### src/design/acr_pkg.sv
// constants and register map of the core control register bank
package acr_pkg;

  // ******************************************************************
  // register addresses and pages
  // ******************************************************************
  localparam logic [7:0] ACR_ADDR_PAGE_SELECT  = 8'h00;
  localparam logic [7:0] ACR_ADDR_SOFT_RESET   = 8'h01;
  localparam logic [7:0] ACR_ADDR_MODE_CTRL    = 8'h02;
  localparam logic [7:0] ACR_ADDR_CHANNEL_CFG  = 8'h03;
  localparam logic [7:0] ACR_ADDR_LATE_INIT    = 8'h3e;
  localparam logic [7:0] ACR_PAGE_CORE         = 8'h00;
  localparam logic [7:0] ACR_PAGE_LATE_INIT    = 8'hfd;

  // ******************************************************************
  // reset values
  // ******************************************************************
  localparam logic [7:0] ACR_RST_PAGE_SELECT   = 8'h00;
  localparam logic [7:0] ACR_RST_MODE_CTRL     = 8'h1a;
  localparam logic [7:0] ACR_RST_CHANNEL_CFG   = 8'h28;
  localparam logic [7:0] ACR_RST_LATE_INIT     = 8'h00;
  localparam logic [7:0] ACR_READ_ZERO         = 8'h00;

  // ******************************************************************
  // field positions
  // ******************************************************************
  localparam int ACR_SOFT_RESET_BIT            = 0;
  localparam int ACR_BROWNOUT_SRC_BIT          = 7;
  localparam int ACR_ISENSE_PD_BIT             = 4;
  localparam int ACR_VSENSE_PD_BIT             = 3;
  localparam int ACR_MODE_MSB                  = 2;
  localparam int ACR_MODE_LSB                  = 0;
  localparam int ACR_SUPPLY_MSB                = 7;
  localparam int ACR_SUPPLY_LSB                = 6;
  localparam int ACR_LEVEL_MSB                 = 5;
  localparam int ACR_LEVEL_LSB                 = 1;
  localparam logic [4:0] ACR_LEVEL_MAX         = 5'h14;

  // ******************************************************************
  // operating modes
  // ******************************************************************
  localparam logic [2:0] ACR_MODE_ACTIVE       = 3'h0;
  localparam logic [2:0] ACR_MODE_MUTED        = 3'h1;
  localparam logic [2:0] ACR_MODE_SHUTDOWN     = 3'h2;
  localparam logic [2:0] ACR_MODE_DIAG_POWERUP = 3'h3;
  localparam logic [2:0] ACR_MODE_DIAG_ALONE   = 3'h4;
  localparam logic [2:0] ACR_MODE_DIAG_GEN     = 3'h5;

  // output stage supply codes
  localparam logic [1:0] ACR_SUPPLY_DUAL_HIGH  = 2'h0;
  localparam logic [1:0] ACR_SUPPLY_BATTERY    = 2'h1;
  localparam logic [1:0] ACR_SUPPLY_HV         = 2'h2;
  localparam logic [1:0] ACR_SUPPLY_DUAL_LOW   = 2'h3;

endpackage : acr_pkg

### src/design/acr_core_regs.sv
// page-0 core control register bank with mode sequencing
`timescale 1ns/1ns
`default_nettype none
module acr_core_regs (
  input  wire logic       i_sys_clk,
  input  wire logic       i_reset,
  input  wire logic       i_wr_en,
  input  wire logic       i_rd_en,
  input  wire logic [7:0] i_addr,
  input  wire logic [7:0] i_wdata,
  input  wire logic       i_diag_done,
  output var  logic [7:0] o_rdata,
  output var  logic       o_rd_valid,
  output var  logic [7:0] o_page,
  output var  logic       o_soft_reset,
  output var  logic [2:0] o_mode,
  output var  logic       o_brownout_input_select,
  output var  logic       o_current_sense_powerdown,
  output var  logic       o_voltage_sense_powerdown,
  output var  logic [1:0] o_output_stage_supply_select,
  output var  logic [4:0] o_amp_level,
  output var  logic [7:0] o_late_init_cfg,
  output var  logic       o_diag_run,
  output var  logic       o_amp_enable,
  output var  logic       o_amp_mute
);
  import acr_pkg::*;

  // ******************************************************************
  // state
  // ******************************************************************
  logic [7:0] page_select,  next_page_select;
  logic [7:0] mode_ctrl,    next_mode_ctrl;
  logic [7:0] chan_cfg,     next_chan_cfg;
  logic [7:0] late_init,    next_late_init;
  logic       diag_passed,  next_diag_passed;
  logic       soft_reset,   next_soft_reset;
  logic [7:0] rdata,        next_rdata;
  logic       rd_valid,     next_rd_valid;
  logic       diag_run,     next_diag_run;
  logic       amp_enable,   next_amp_enable;
  logic       amp_mute,     next_amp_mute;

  logic       on_core;
  logic       wr_page;
  logic       wr_mode;
  logic       wr_chan;
  logic       wr_late;
  logic       wr_soft;
  logic [2:0] mode_now;

  // ******************************************************************
  // decode
  // ******************************************************************
  always_comb begin
    on_core  = (page_select == ACR_PAGE_CORE);
    // page select answers on every page so software can always leave one
    wr_page  = i_wr_en && (i_addr == ACR_ADDR_PAGE_SELECT);
    // soft reset, mode and channel registers live on page 0 only
    wr_soft  = i_wr_en && on_core && (i_addr == ACR_ADDR_SOFT_RESET);
    wr_mode  = i_wr_en && on_core && (i_addr == ACR_ADDR_MODE_CTRL);
    wr_chan  = i_wr_en && on_core && (i_addr == ACR_ADDR_CHANNEL_CFG);
    // the late init register only answers on its own page
    wr_late  = i_wr_en && (page_select == ACR_PAGE_LATE_INIT) &&
               (i_addr == ACR_ADDR_LATE_INIT);
    mode_now = mode_ctrl[ACR_MODE_MSB:ACR_MODE_LSB];
  end

  // ******************************************************************
  // next register values
  // ******************************************************************
  always_comb begin
    next_page_select = page_select;
    next_mode_ctrl   = mode_ctrl;
    next_chan_cfg    = chan_cfg;
    next_late_init   = late_init;
    next_diag_passed = diag_passed;
    next_soft_reset  = wr_soft && i_wdata[ACR_SOFT_RESET_BIT];
    if (wr_page) begin
      next_page_select = i_wdata;
    end
    if (wr_chan) begin
      next_chan_cfg = i_wdata;
    end
    if (wr_late) begin
      next_late_init = i_wdata;
    end
    if (wr_mode) begin
      next_mode_ctrl   = i_wdata;
      // a fresh mode write re-arms the diagnostics of mode 011b
      next_diag_passed = 1'b0;
    end
    // hardware completion wins over a host write in the same cycle
    if (i_diag_done && diag_run) begin
      if (mode_now == ACR_MODE_DIAG_ALONE) begin
        next_mode_ctrl[ACR_MODE_MSB:ACR_MODE_LSB] = ACR_MODE_SHUTDOWN;
        next_diag_passed = 1'b0;
      end else begin
        next_diag_passed = 1'b1;
      end
    end
    // soft reset wins over everything, so writes during its pulse are lost
    if (soft_reset) begin
      next_page_select = ACR_RST_PAGE_SELECT;
      next_mode_ctrl   = ACR_RST_MODE_CTRL;
      next_chan_cfg    = ACR_RST_CHANNEL_CFG;
      next_late_init   = ACR_RST_LATE_INIT;
      next_diag_passed = 1'b0;
      next_soft_reset  = 1'b0;
    end
  end

  // ******************************************************************
  // read path and derived controls
  // ******************************************************************
  always_comb begin
    // a read in the same cycle as a write returns the value held before it
    next_rd_valid = i_rd_en;
    next_rdata    = ACR_READ_ZERO;
    if (i_rd_en) begin
      if (i_addr == ACR_ADDR_PAGE_SELECT) begin
        next_rdata = page_select;
      end else if (on_core && (i_addr == ACR_ADDR_MODE_CTRL)) begin
        next_rdata = mode_ctrl;
      end else if (on_core && (i_addr == ACR_ADDR_CHANNEL_CFG)) begin
        next_rdata = chan_cfg;
      end else if ((page_select == ACR_PAGE_LATE_INIT) &&
                   (i_addr == ACR_ADDR_LATE_INIT)) begin
        next_rdata = late_init;
      end
      // soft reset register and unmapped addresses read as zero
    end
    next_diag_run   = 1'b0;
    next_amp_enable = 1'b0;
    next_amp_mute   = 1'b0;
    case (next_mode_ctrl[ACR_MODE_MSB:ACR_MODE_LSB])
      ACR_MODE_ACTIVE: begin
        next_amp_enable = 1'b1;
      end
      ACR_MODE_MUTED: begin
        next_amp_enable = 1'b1;
        next_amp_mute   = 1'b1;
      end
      ACR_MODE_DIAG_POWERUP: begin
        next_diag_run   = !next_diag_passed;
        next_amp_enable = next_diag_passed;
      end
      ACR_MODE_DIAG_ALONE: begin
        next_diag_run = 1'b1;
      end
      ACR_MODE_SHUTDOWN: begin
        next_amp_enable = 1'b0;
      end
      ACR_MODE_DIAG_GEN: begin
        // generator mode feeds its own test signal, the amplifier stays off
        next_amp_enable = 1'b0;
      end
      default: begin
        // reserved codes 110b and 111b leave every control off
        next_diag_run = 1'b0;
      end
    endcase
  end

  // ******************************************************************
  // register bank state
  // ******************************************************************
  always_ff @(posedge i_sys_clk) begin
    if (i_reset) begin
      page_select <= ACR_RST_PAGE_SELECT;
      mode_ctrl   <= ACR_RST_MODE_CTRL;
      chan_cfg    <= ACR_RST_CHANNEL_CFG;
      late_init   <= ACR_RST_LATE_INIT;
      diag_passed <= 1'b0;
      soft_reset  <= 1'b0;
    end else begin
      page_select <= next_page_select;
      mode_ctrl   <= next_mode_ctrl;
      chan_cfg    <= next_chan_cfg;
      late_init   <= next_late_init;
      diag_passed <= next_diag_passed;
      soft_reset  <= next_soft_reset;
    end
  end

  // ******************************************************************
  // read answer and derived control state
  // ******************************************************************
  always_ff @(posedge i_sys_clk) begin
    if (i_reset) begin
      rdata       <= ACR_READ_ZERO;
      rd_valid    <= 1'b0;
      diag_run    <= 1'b0;
      amp_enable  <= 1'b0;
      amp_mute    <= 1'b0;
    end else begin
      rdata       <= next_rdata;
      rd_valid    <= next_rd_valid;
      diag_run    <= next_diag_run;
      amp_enable  <= next_amp_enable;
      amp_mute    <= next_amp_mute;
    end
  end

  // ******************************************************************
  // outputs
  // ******************************************************************
  always_comb begin
    o_rdata                      = rdata;
    o_rd_valid                   = rd_valid;
    o_page                       = page_select;
    o_soft_reset                 = soft_reset;
    o_mode                       = mode_ctrl[ACR_MODE_MSB:ACR_MODE_LSB];
    o_brownout_input_select      = mode_ctrl[ACR_BROWNOUT_SRC_BIT];
    o_current_sense_powerdown    = mode_ctrl[ACR_ISENSE_PD_BIT];
    o_voltage_sense_powerdown    = mode_ctrl[ACR_VSENSE_PD_BIT];
    o_output_stage_supply_select = chan_cfg[ACR_SUPPLY_MSB:ACR_SUPPLY_LSB];
    o_amp_level                  = chan_cfg[ACR_LEVEL_MSB:ACR_LEVEL_LSB];
    o_late_init_cfg              = late_init;
    o_diag_run                   = diag_run;
    o_amp_enable                 = amp_enable;
    o_amp_mute                   = amp_mute;
  end

endmodule // acr_core_regs
`default_nettype wire

### config.mk
export PLATFORM = sky130hd
export DESIGN_NAME = acr_core_regs
export DESIGN_NICKNAME = d
export VERILOG_FILES = /design/src/design/acr_pkg.sv /design/src/design/acr_core_regs.sv
export SDC_FILE = /design/constraint.sdc
export NUM_CORES = 1
export LEC_CHECK = 0
export ABC_CLOCK_PERIOD_IN_PS = 6000
export BUFFER_PORTS_ARGS = -buffer_cell sky130_fd_sc_hd__buf_2
export CAP_MARGIN = 0
export CORE_UTILIZATION = 50
export DETAILED_ROUTE_END_ITERATION = 10
export GPL_TIMING_DRIVEN = 0
export MAX_ROUTING_LAYER = met4
export PLACE_DENSITY = 0.79
export SYNTH_ARGS = -nofsm -noshare
export SYNTH_HDL_FRONTEND = slang
export SYNTH_SLANG_ARGS = --single-unit
export TNS_END_PERCENT = 50
### constraint.sdc
create_clock -name i_sys_clk -period 6 [get_ports i_sys_clk]
set_input_delay 0.6 -clock i_sys_clk [delete_from_list [all_inputs] [get_ports i_sys_clk]]
set_output_delay 0.6 -clock i_sys_clk [all_outputs]
set_load 0.03 [all_outputs]
# == Word-level counts from Yosys, hierarchy flattened ==
# Cells that the tools add are included.
# word_totals
input_bits,21
reg_bits,46
# op_classes
n_eq_ne,9
n_bitwise,1
reduce_logical,19
mux,15
# ops
cell,count
$mux W8,4
$eq A8 B2 Y1 const B,2
$logic_not A8 Y1,2
$logic_and A1 B1 Y1,12
$mux W3,4
$eq A8 B1 Y1 const B,1
$eq A8 B6 Y1 const B,1
$eq A8 B8 Y1 const B,1
$eq A3 B3 Y1 const B,2
$reduce_or A2 Y1,3
$mux W1,5
$pmux W1 S2,2
$eq A3 B1 Y1 const B,1
$eq A3 B2 Y1 const B,1
$logic_not A3 Y1,1
$logic_not A1 Y1,1
$not A1 Y1,1

# == Longest topological paths before layout ==
# Gate-level depths: netlist of the first run.
# depth
depth_word,10
depth_mapped,7
mapped_depth_nobuf,6

# == Least setup slack after synthesis of the first run ==
# Ideal clock, no wire load.
# synth_path
kind,input to register
start,input port i_addr[4]
end,"register rdata[6], in the netlist o_rdata[6]"
n_path_buf,1
stages,6
path_slack_ps,3784
arrival_ps,2146
path_cell_list,or4_4 -> nor3_1 -> nor3b_2 -> buf_4 -> a222oi_1 -> a21oi_1
# synth_via
elab_chain_cells,6
# synth_rtl
element,line,source
"start, declared",acr_core_regs.sv:9,"input wire logic [7:0] i_addr,"
$eq A8 B6 Y1,acr_core_regs.sv:128,(i_addr == ACR_ADDR_LATE_INIT)) begin
$logic_and A1 B1 Y1,acr_core_regs.sv:127,end else if ((page_select == ACR_PAGE_LATE_INIT) &&
$mux W8,acr_core_regs.sv:127,
$mux W8,acr_core_regs.sv:125,end else if (on_core && (i_addr == ACR_ADDR_CHANNEL_CFG)) begin
$mux W8,acr_core_regs.sv:123,end else if (on_core && (i_addr == ACR_ADDR_MODE_CTRL)) begin
$mux W8 (*),acr_core_regs.sv:121,if (i_addr == ACR_ADDR_PAGE_SELECT) begin
"end signal, assigned",acr_core_regs.sv:197,rdata <= next_rdata;
"end, declared",acr_core_regs.sv:38,"logic [7:0] rdata, next_rdata;"
# Mark *: on every way between the ends. The rest lies on a longest branch, timed or not.
# A chain may end at the register's enable or synchronous reset.

# == Worst setup path after layout of the first run ==
# layout_path
start,input port i_addr[4]
end,"register page_select[7], in the netlist o_page[7]"
# layout_via
elab_chain_cells,2
# layout_rtl
element,line,source
$logic_not A8 Y1,acr_core_regs.sv:58,wr_page = i_wr_en && (i_addr == ACR_ADDR_PAGE_SELECT);
$logic_and A1 B1 Y1,acr_core_regs.sv:58,
"end signal, assigned",acr_core_regs.sv:177,page_select <= next_page_select;
"end, declared",acr_core_regs.sv:32,"logic [7:0] page_select, next_page_select;"
# No other way between the ends.

==> results of run 1 <==
-- tightest hold or removal path, cell delays in order, from the launching register on --
cell and delay, ns:
dfxtp_1 0.32, nand2_1 0.05, a21oi_1 0.05
-- worst paths after layout --
kind         slack (ns)           end         start
max reg2reg        3.82    o_diag_run     o_page[5]
min                0.46  mode_ctrl[6]  mode_ctrl[6]
min reg2reg        0.46  mode_ctrl[6]  mode_ctrl[6]
max                3.55     o_page[7]     i_addr[4]
-- where the power goes --
group	switching (mW)	internal (mW)	leakage (nW)	total (mW)
registers	0.000318	0.306	0.371	0.306
clock network	0.0987	0.0930	0.0482	0.192
logic	0.0193	0.00881	0.601	0.0282
total	0.118	0.407	1.02	0.526
-- metrics by stage --
step                instance area [sq um]  util, %
floorplan                            1970        -
global placement                     2340     63.1
detailed placement                   2340     63.1
CTS                                  2440     65.6
global route                         2440     65.6
finish                               2440     65.6
-- cell usage in the layout, fill, tap and decap left out, types with 5 or more instances in the layout --
cell	Yosys	routed
clkbuf_1	7	8
a222oi_1	8	8
dfxtp_1	46	46
buf_2	2	64
a21oi_1	34	34
nor3_1	5	5
clkbuf_8	0	6
nor2_1	7	7
nand2_1	48	48
nand3_1	29	29
buf_4	13	13
-- sequential cells by signal, indices dropped and copies added, names as in the netlist --
name and flops:
o_page 8, o_amp_mute 1, o_rd_valid 1, mode_ctrl 8
o_diag_run 1, chan_cfg 8, o_amp_enable 1, o_late_init_cfg 8
o_soft_reset 1, diag_passed 1, o_rdata 8
-- logic make-up (layout without fill, tap and decap cells) --
kind of cell	after synthesis	in the layout	synth area share, %
and+or+nand+nor	111	111	29.4
DFF	46	46	46.6
buffers and inverters	25	95	7.35
AOI/OAI and AO/OA	52	52	16.6
-- per-layer routing --
layer	part of all wire (%)	vias up
met5	0	-
met4	1.0	0
met3	8.0	5
met2	47	111
met1	44	923
li1	-	966
-- final cells by class --
cell class | count | area (sq um)
Fill cell | 343 | 1280
Sequential cell | 46 | 921
Multi-Input combinational cell | 163 | 908
Timing Repair Buffer | 62 | 310
Buffer | 23 | 138
Clock buffer | 7 | 86.3
Tap cell | 48 | 60.1
Inverter | 2 | 7.51
Clock inverter | 1 | 5.00
==> impl_metrics.py, run 1 <==
metrics = {
    "cts": {
        "h-tree-depth": 2,
        "clk_pin_slew_ns": 0.08,
        "cts_root_buf": "clkbuf_8",
        "cts_tree": "built",
        "cts_inserted_buffers": 5,
        "cts_setup_buffers": 0,
        "cts_resized": 0,
        "clkSinkCount": 46,
        "hold_buffers": 0,
        "cts.path.max_buffers": 2,
        "insertion_delay_ns": 0.30,
    },
    "worst_hold_path": {
        "hold_depth": 2,
        "holdCritPathClass": "reg -> reg",
    },
    "power": {
        "power_mw": 0.526,
        "leakage_nw": 1.02,
        "peakVddDrop_mv": 0.154,
        "p_per_area_nw_per_um2": 216,
    },
    "placed_design": {
        "port_buffers": 62,
        "gp_congestion": 0.851,
        "dp.cells": 344,
        "pre_cts_ws_ns": 3.29,
        "dp_hpwl_um": 3830,
    },
    "global_routing": {
        "grt_pass1_wl_um": 8750,
        "grt_use_total_pct": 28.1,
        "use_met3_pct": 4.40,
        "gr-max-usage-layer": "met2",
        "grt_max_degree": 14,
        "met2_usage_pct": 43.0,
        "gr-usage-met1_pct": 36.6,
        "grt_pass1_vias": 1803,
        "grt-ovfl-total": 0,
        "antenna_found_initial": 0,
    },
    "setup_path": {
        "cp_top_family": "simple AND/OR/NAND/NOR gates",
        "cp.required_ns": 6.16,
        "path_common_cell": "nand2_1",
        "critPathLaunchType": "input port",
        "reg2regPathDepth": 7,
        "worst-path-stages": 7,
        "cp-end-kind": "flop",
        "worstPathArrival_ns": 2.61,
        "cp_num_buf_inv": 1,
        "cp_slowest_cell": "nor3b_2",
        "critPathMaxStageDelay_ns": 0.57,
        "worstPathCellList": "buf_2 -> or4_4 -> nor3_1 -> nor3b_2 -> nand2_1 -> nand2_1 -> a21oi_1",
        "path_class": "in -> reg",
        "crit_fanout": 8,
    },
    "logic_synthesis": {
        "synth.area.top_cells": "dfxtp_1 47%, nand2_1 9.1%, a21oi_1 8.6%, nand3_1 7.4%, buf_4 4.9%",
        "yosys.area.top_type": "dfxtp_1",
        "synthTopCellsByCount": "48 x nand2_1, 46 x dfxtp_1, 34 x a21oi_1",
        "ys_async_sr_fraction_pct": 0,
        "syn_area_per_cell_sq_um": 8.44,
        "syn_area_sq_um": 1970,
        "synth-edff-count": 0,
        "synth_flop_cell": "dfxtp_1",
        "synth_cells": 234,
        "synth_cell_types": 35,
        "synthMostInstantiatedCell": "nand2_1",
        "ys_ff_latch": 46,
        "seq_area_frac_synth_pct": 46.6,
        "synth_nets": 255,
        "synth_top_area_share_pct": 46.6,
        "yosys_warnings": 0,
    },
    "floorplanning": {
        "die_y_um": 64.8,
        "die_w_um": 64.8,
        "dieArea_sq_um": 4200,
        "initial_core_util_pct": 53.1,
        "num_io_pins": 63,
        "core_sq_um": 3720,
        "core.rowCount": 22,
    },
    "drt": {
        "vias_per_cell": 5.70,
        "wl_per_cell_um": 15.2,
        "drtAntennaViolNets": 0,
        "firstDrtPassIters": 5,
        "remaining_drc_errors": 0,
        "drt_iter0_markers": 212,
        "routed_wl_um": 5330,
        "vias": 2005,
    },
    "sta": {
        "setup-violations-final": 0,
        "hold_viol_final": 0,
        "fin_worst_skew_ns": 0.00537,
        "worst_pin_slew_ns": 0.595,
        "hold-worst-slack_ns": 0.465,
        "max_freq_ghz": 0.408,
        "timing.setup.tns_ns": 0,
        "layout_min_cycle_time_ns": 2.45,
        "period_share_pct": 40.9,
        "rsz0062_at_grt": "no",
        "setup_ws_ns": 3.55,
        "slew_headroom_pct": 60.1,
        "drv_slew": 0,
    },
    "cells_and_area": {
        "layoutNonFillerInstCount": 352,
        "area_delta_synth_final_pct": 23.4,
        "num_antenna_cells": 0,
        "drive_above_1_share_pct": 31.6,
        "nets": 324,
    },
    "run": {
        "maxCapViolations": 0,
    },
    "outcome": {
        "outcome": "finished, final reports clean",
    },
}
Note: power is estimated with default switching activity, not from simulation.
==> run 2: changes to the inputs <==
ABC_CLOCK_PERIOD_IN_PS = 2000   (was 6000)
CORE_UTILIZATION = 45   (was 50)
PLACE_DENSITY = 0.75   (was 0.79)
clock period = 2 ns   (was 6 ns; I/O delays follow)
==> run 2 against run 1 <==
Flip-flop and latch count stayed put; the flow now finishes with violations (negative setup slack); routed wire length is 6.7% higher; critical endpoint is now o_amp_enable; critical path depth is 1 lower; core utilization is 3.3 points lower.
==> impl_metrics.py, run 2 (synthesis results as in run 1) <==
metrics = {
    "setup_path": {
        "critPathLaunchType": "flop",
        "worstPathArrival_ns": 2.32,
        "cp_num_buf_inv": 0,
        "worst-path-stages": 6,
        "cp_top_family": "simple AND/OR/NAND/NOR gates",
        "r2r_slack_ns": -0.09,
        "r2r-end": "o_amp_enable",
        "cp.required_ns": 2.23,
        "crit_fanout": 3,
        "endpoint": "o_amp_enable",
        "cp-end-kind": "flop",
        "cp-startpoint": "o_page[2]",
        "path_class": "reg -> reg",
        "reg2regPathDepth": 6,
        "timing.rr.start": "o_page[2]",
        "worstPathCellList": "or4_4 -> nor4_4 -> nand4_1 -> o21ai_2 -> or3b_1 -> a21boi_1",
        "critPathMaxStageDelay_ns": 0.55,
        "cp_slowest_cell": "or4_4",
    },
    "global_routing": {
        "antenna_found_initial": 0,
        "grt-ovfl-total": 0,
        "grt_pass1_wl_um": 8860,
        "grt_use_total_pct": 27.1,
        "grt_max_degree": 14,
        "grt_pass1_vias": 1789,
    },
    "placed_design": {
        "pre_cts_ws_ns": -0.314,
        "port_buffers": 62,
        "gp_congestion": 0.859,
        "dp_hpwl_um": 3960,
        "dpl_cell_area_sq_um": 2350,
        "dp.cells": 346,
    },
    "drt": {
        "routed_wl_um": 5690,
        "vias_per_cell": 5.78,
        "drtAntennaViolNets": 0,
        "wl_per_cell_um": 15.8,
        "firstDrtPassIters": 5,
        "remaining_drc_errors": 0,
        "drt_iter0_markers": 181,
        "vias": 2079,
    },
    "sta": {
        "period_share_pct": 104,
        "hold_viol_final": 0,
        "setup-violations-final": 3,
        "rsz0062_at_grt": "yes",
        "worst_pin_slew_ns": 0.615,
        "fin_worst_skew_ns": 0.00685,
        "max_freq_ghz": 0.479,
        "slew_headroom_pct": 58.8,
        "timing.setup.tns_ns": -0.223,
        "layout_min_cycle_time_ns": 2.09,
        "drv_slew": 0,
        "hold-worst-slack_ns": 0.134,
        "setup_ws_ns": -0.0875,
    },
    "cts": {
        "clkSinkCount": 46,
        "h-tree-depth": 2,
        "cts_tree": "built",
        "cts_root_buf": "clkbuf_8",
        "insertion_delay_ns": 0.30,
        "cts.path.max_buffers": 2,
        "cts_inserted_buffers": 5,
        "clk_pin_slew_ns": 0.08,
    },
    "cells_and_area": {
        "mostFrequentLayoutCells": "63 x buf_2, 45 x nand2_1, 40 x dfxtp_1, 33 x a21oi_1, 29 x nand3_1",
        "area_delta_synth_final_pct": 29.8,
        "design_area_sq_um": 2560,
        "num_antenna_cells": 0,
        "fillCellCount": 374,
        "finalCoreUtilization_pct": 62.3,
        "nets": 330,
        "final_common_cell": "buf_2",
        "layoutNonFillerInstCount": 360,
        "drive_above_1_share_pct": 37.4,
    },
    "floorplanning": {
        "die_w_um": 68.2,
        "die_y_um": 68.2,
        "initial_core_util_pct": 48.0,
        "core.rowCount": 23,
        "dieArea_sq_um": 4660,
        "core_sq_um": 4120,
        "num_io_pins": 63,
    },
    "power": {
        "power_mw": 1.68,
        "peakVddDrop_mv": 0.393,
        "leakage_nw": 1.08,
        "p_per_area_nw_per_um2": 657,
    },
    "run": {
        "maxCapViolations": 0,
    },
    "outcome": {
        "violations": "negative setup slack",
        "outcome": "finished with violations",
    },
    "worst_hold_path": {
        "holdCritPathClass": "in -> reg",
    },
}
run 2: cell count changes in the layout (fill, tap and decap cells not counted), moves of 2 or more:
cell	previous run	this run
dfxtp_2	0	3
dfxtp_4	0	3
nand2_1	48	45
nand2_2	1	3
buf_6	0	2
dfxtp_1	46	40
buf_4	13	19
run 2: area by class of cell:
| cell class | instances | area (sq um) | share of cell area (%) |
|---|---|---|---|
| Buffer | 22 | 144 | 5.61 |
| Multi-Input combinational cell | 163 | 945 | 36.8 |
| Clock buffer | 7 | 76.3 | 2.98 |
| Sequential cell | 46 | 936 | 36.5 |
| Timing Repair Buffer | 69 | 363 | 14.2 |
| Clock inverter | 1 | 30.0 | 1.17 |
| Inverter | 2 | 7.51 | 0.293 |
| Tap cell | 50 | 62.6 | 2.44 |
run 2: timing repair:
action                                  CTS  global route
endpoints found under the setup margin   15            27
pin swaps                                 6             6
buffers inserted                          4             3
gates resized for setup                   8            11
hold buffers                              0             0
run 2: worst min-delay path by stage:
stage                    to  slack [ns]  cells after the start         from
2_1_floorplan  mode_ctrl[2]        0.27                      1      i_reset
3_3_place_gp   mode_ctrl[2]        0.44                      2      i_reset
3_5_place_dp    chan_cfg[0]        0.45                      2  chan_cfg[0]
4_1_cts        mode_ctrl[2]        0.13                      2      i_reset
5_1_grt        mode_ctrl[2]        0.14                      2      i_reset
6_report       mode_ctrl[2]        0.13                      2      i_reset
run 2: layer usage:
| metal | vias to the layer above | part of all wire, % | wire length [um] | track usage, % |
|---|---|---|---|---|
| li1 | 975 | - | - | - |
| met1 | 979 | 44 | 2500 | 34.7 |
| met3 | 12 | 8.0 | 456 | 4.50 |
| met5 | - | 0 | 0 | - |
| met4 | 0 | 2.1 | 119 | 11.5 |
| met2 | 113 | 46 | 2620 | 41.9 |
run 2: power breakdown:
group	internal [mW]	switching, mW
clock network	0.374	0.308
registers	0.913	0.000924
logic	0.0274	0.0610
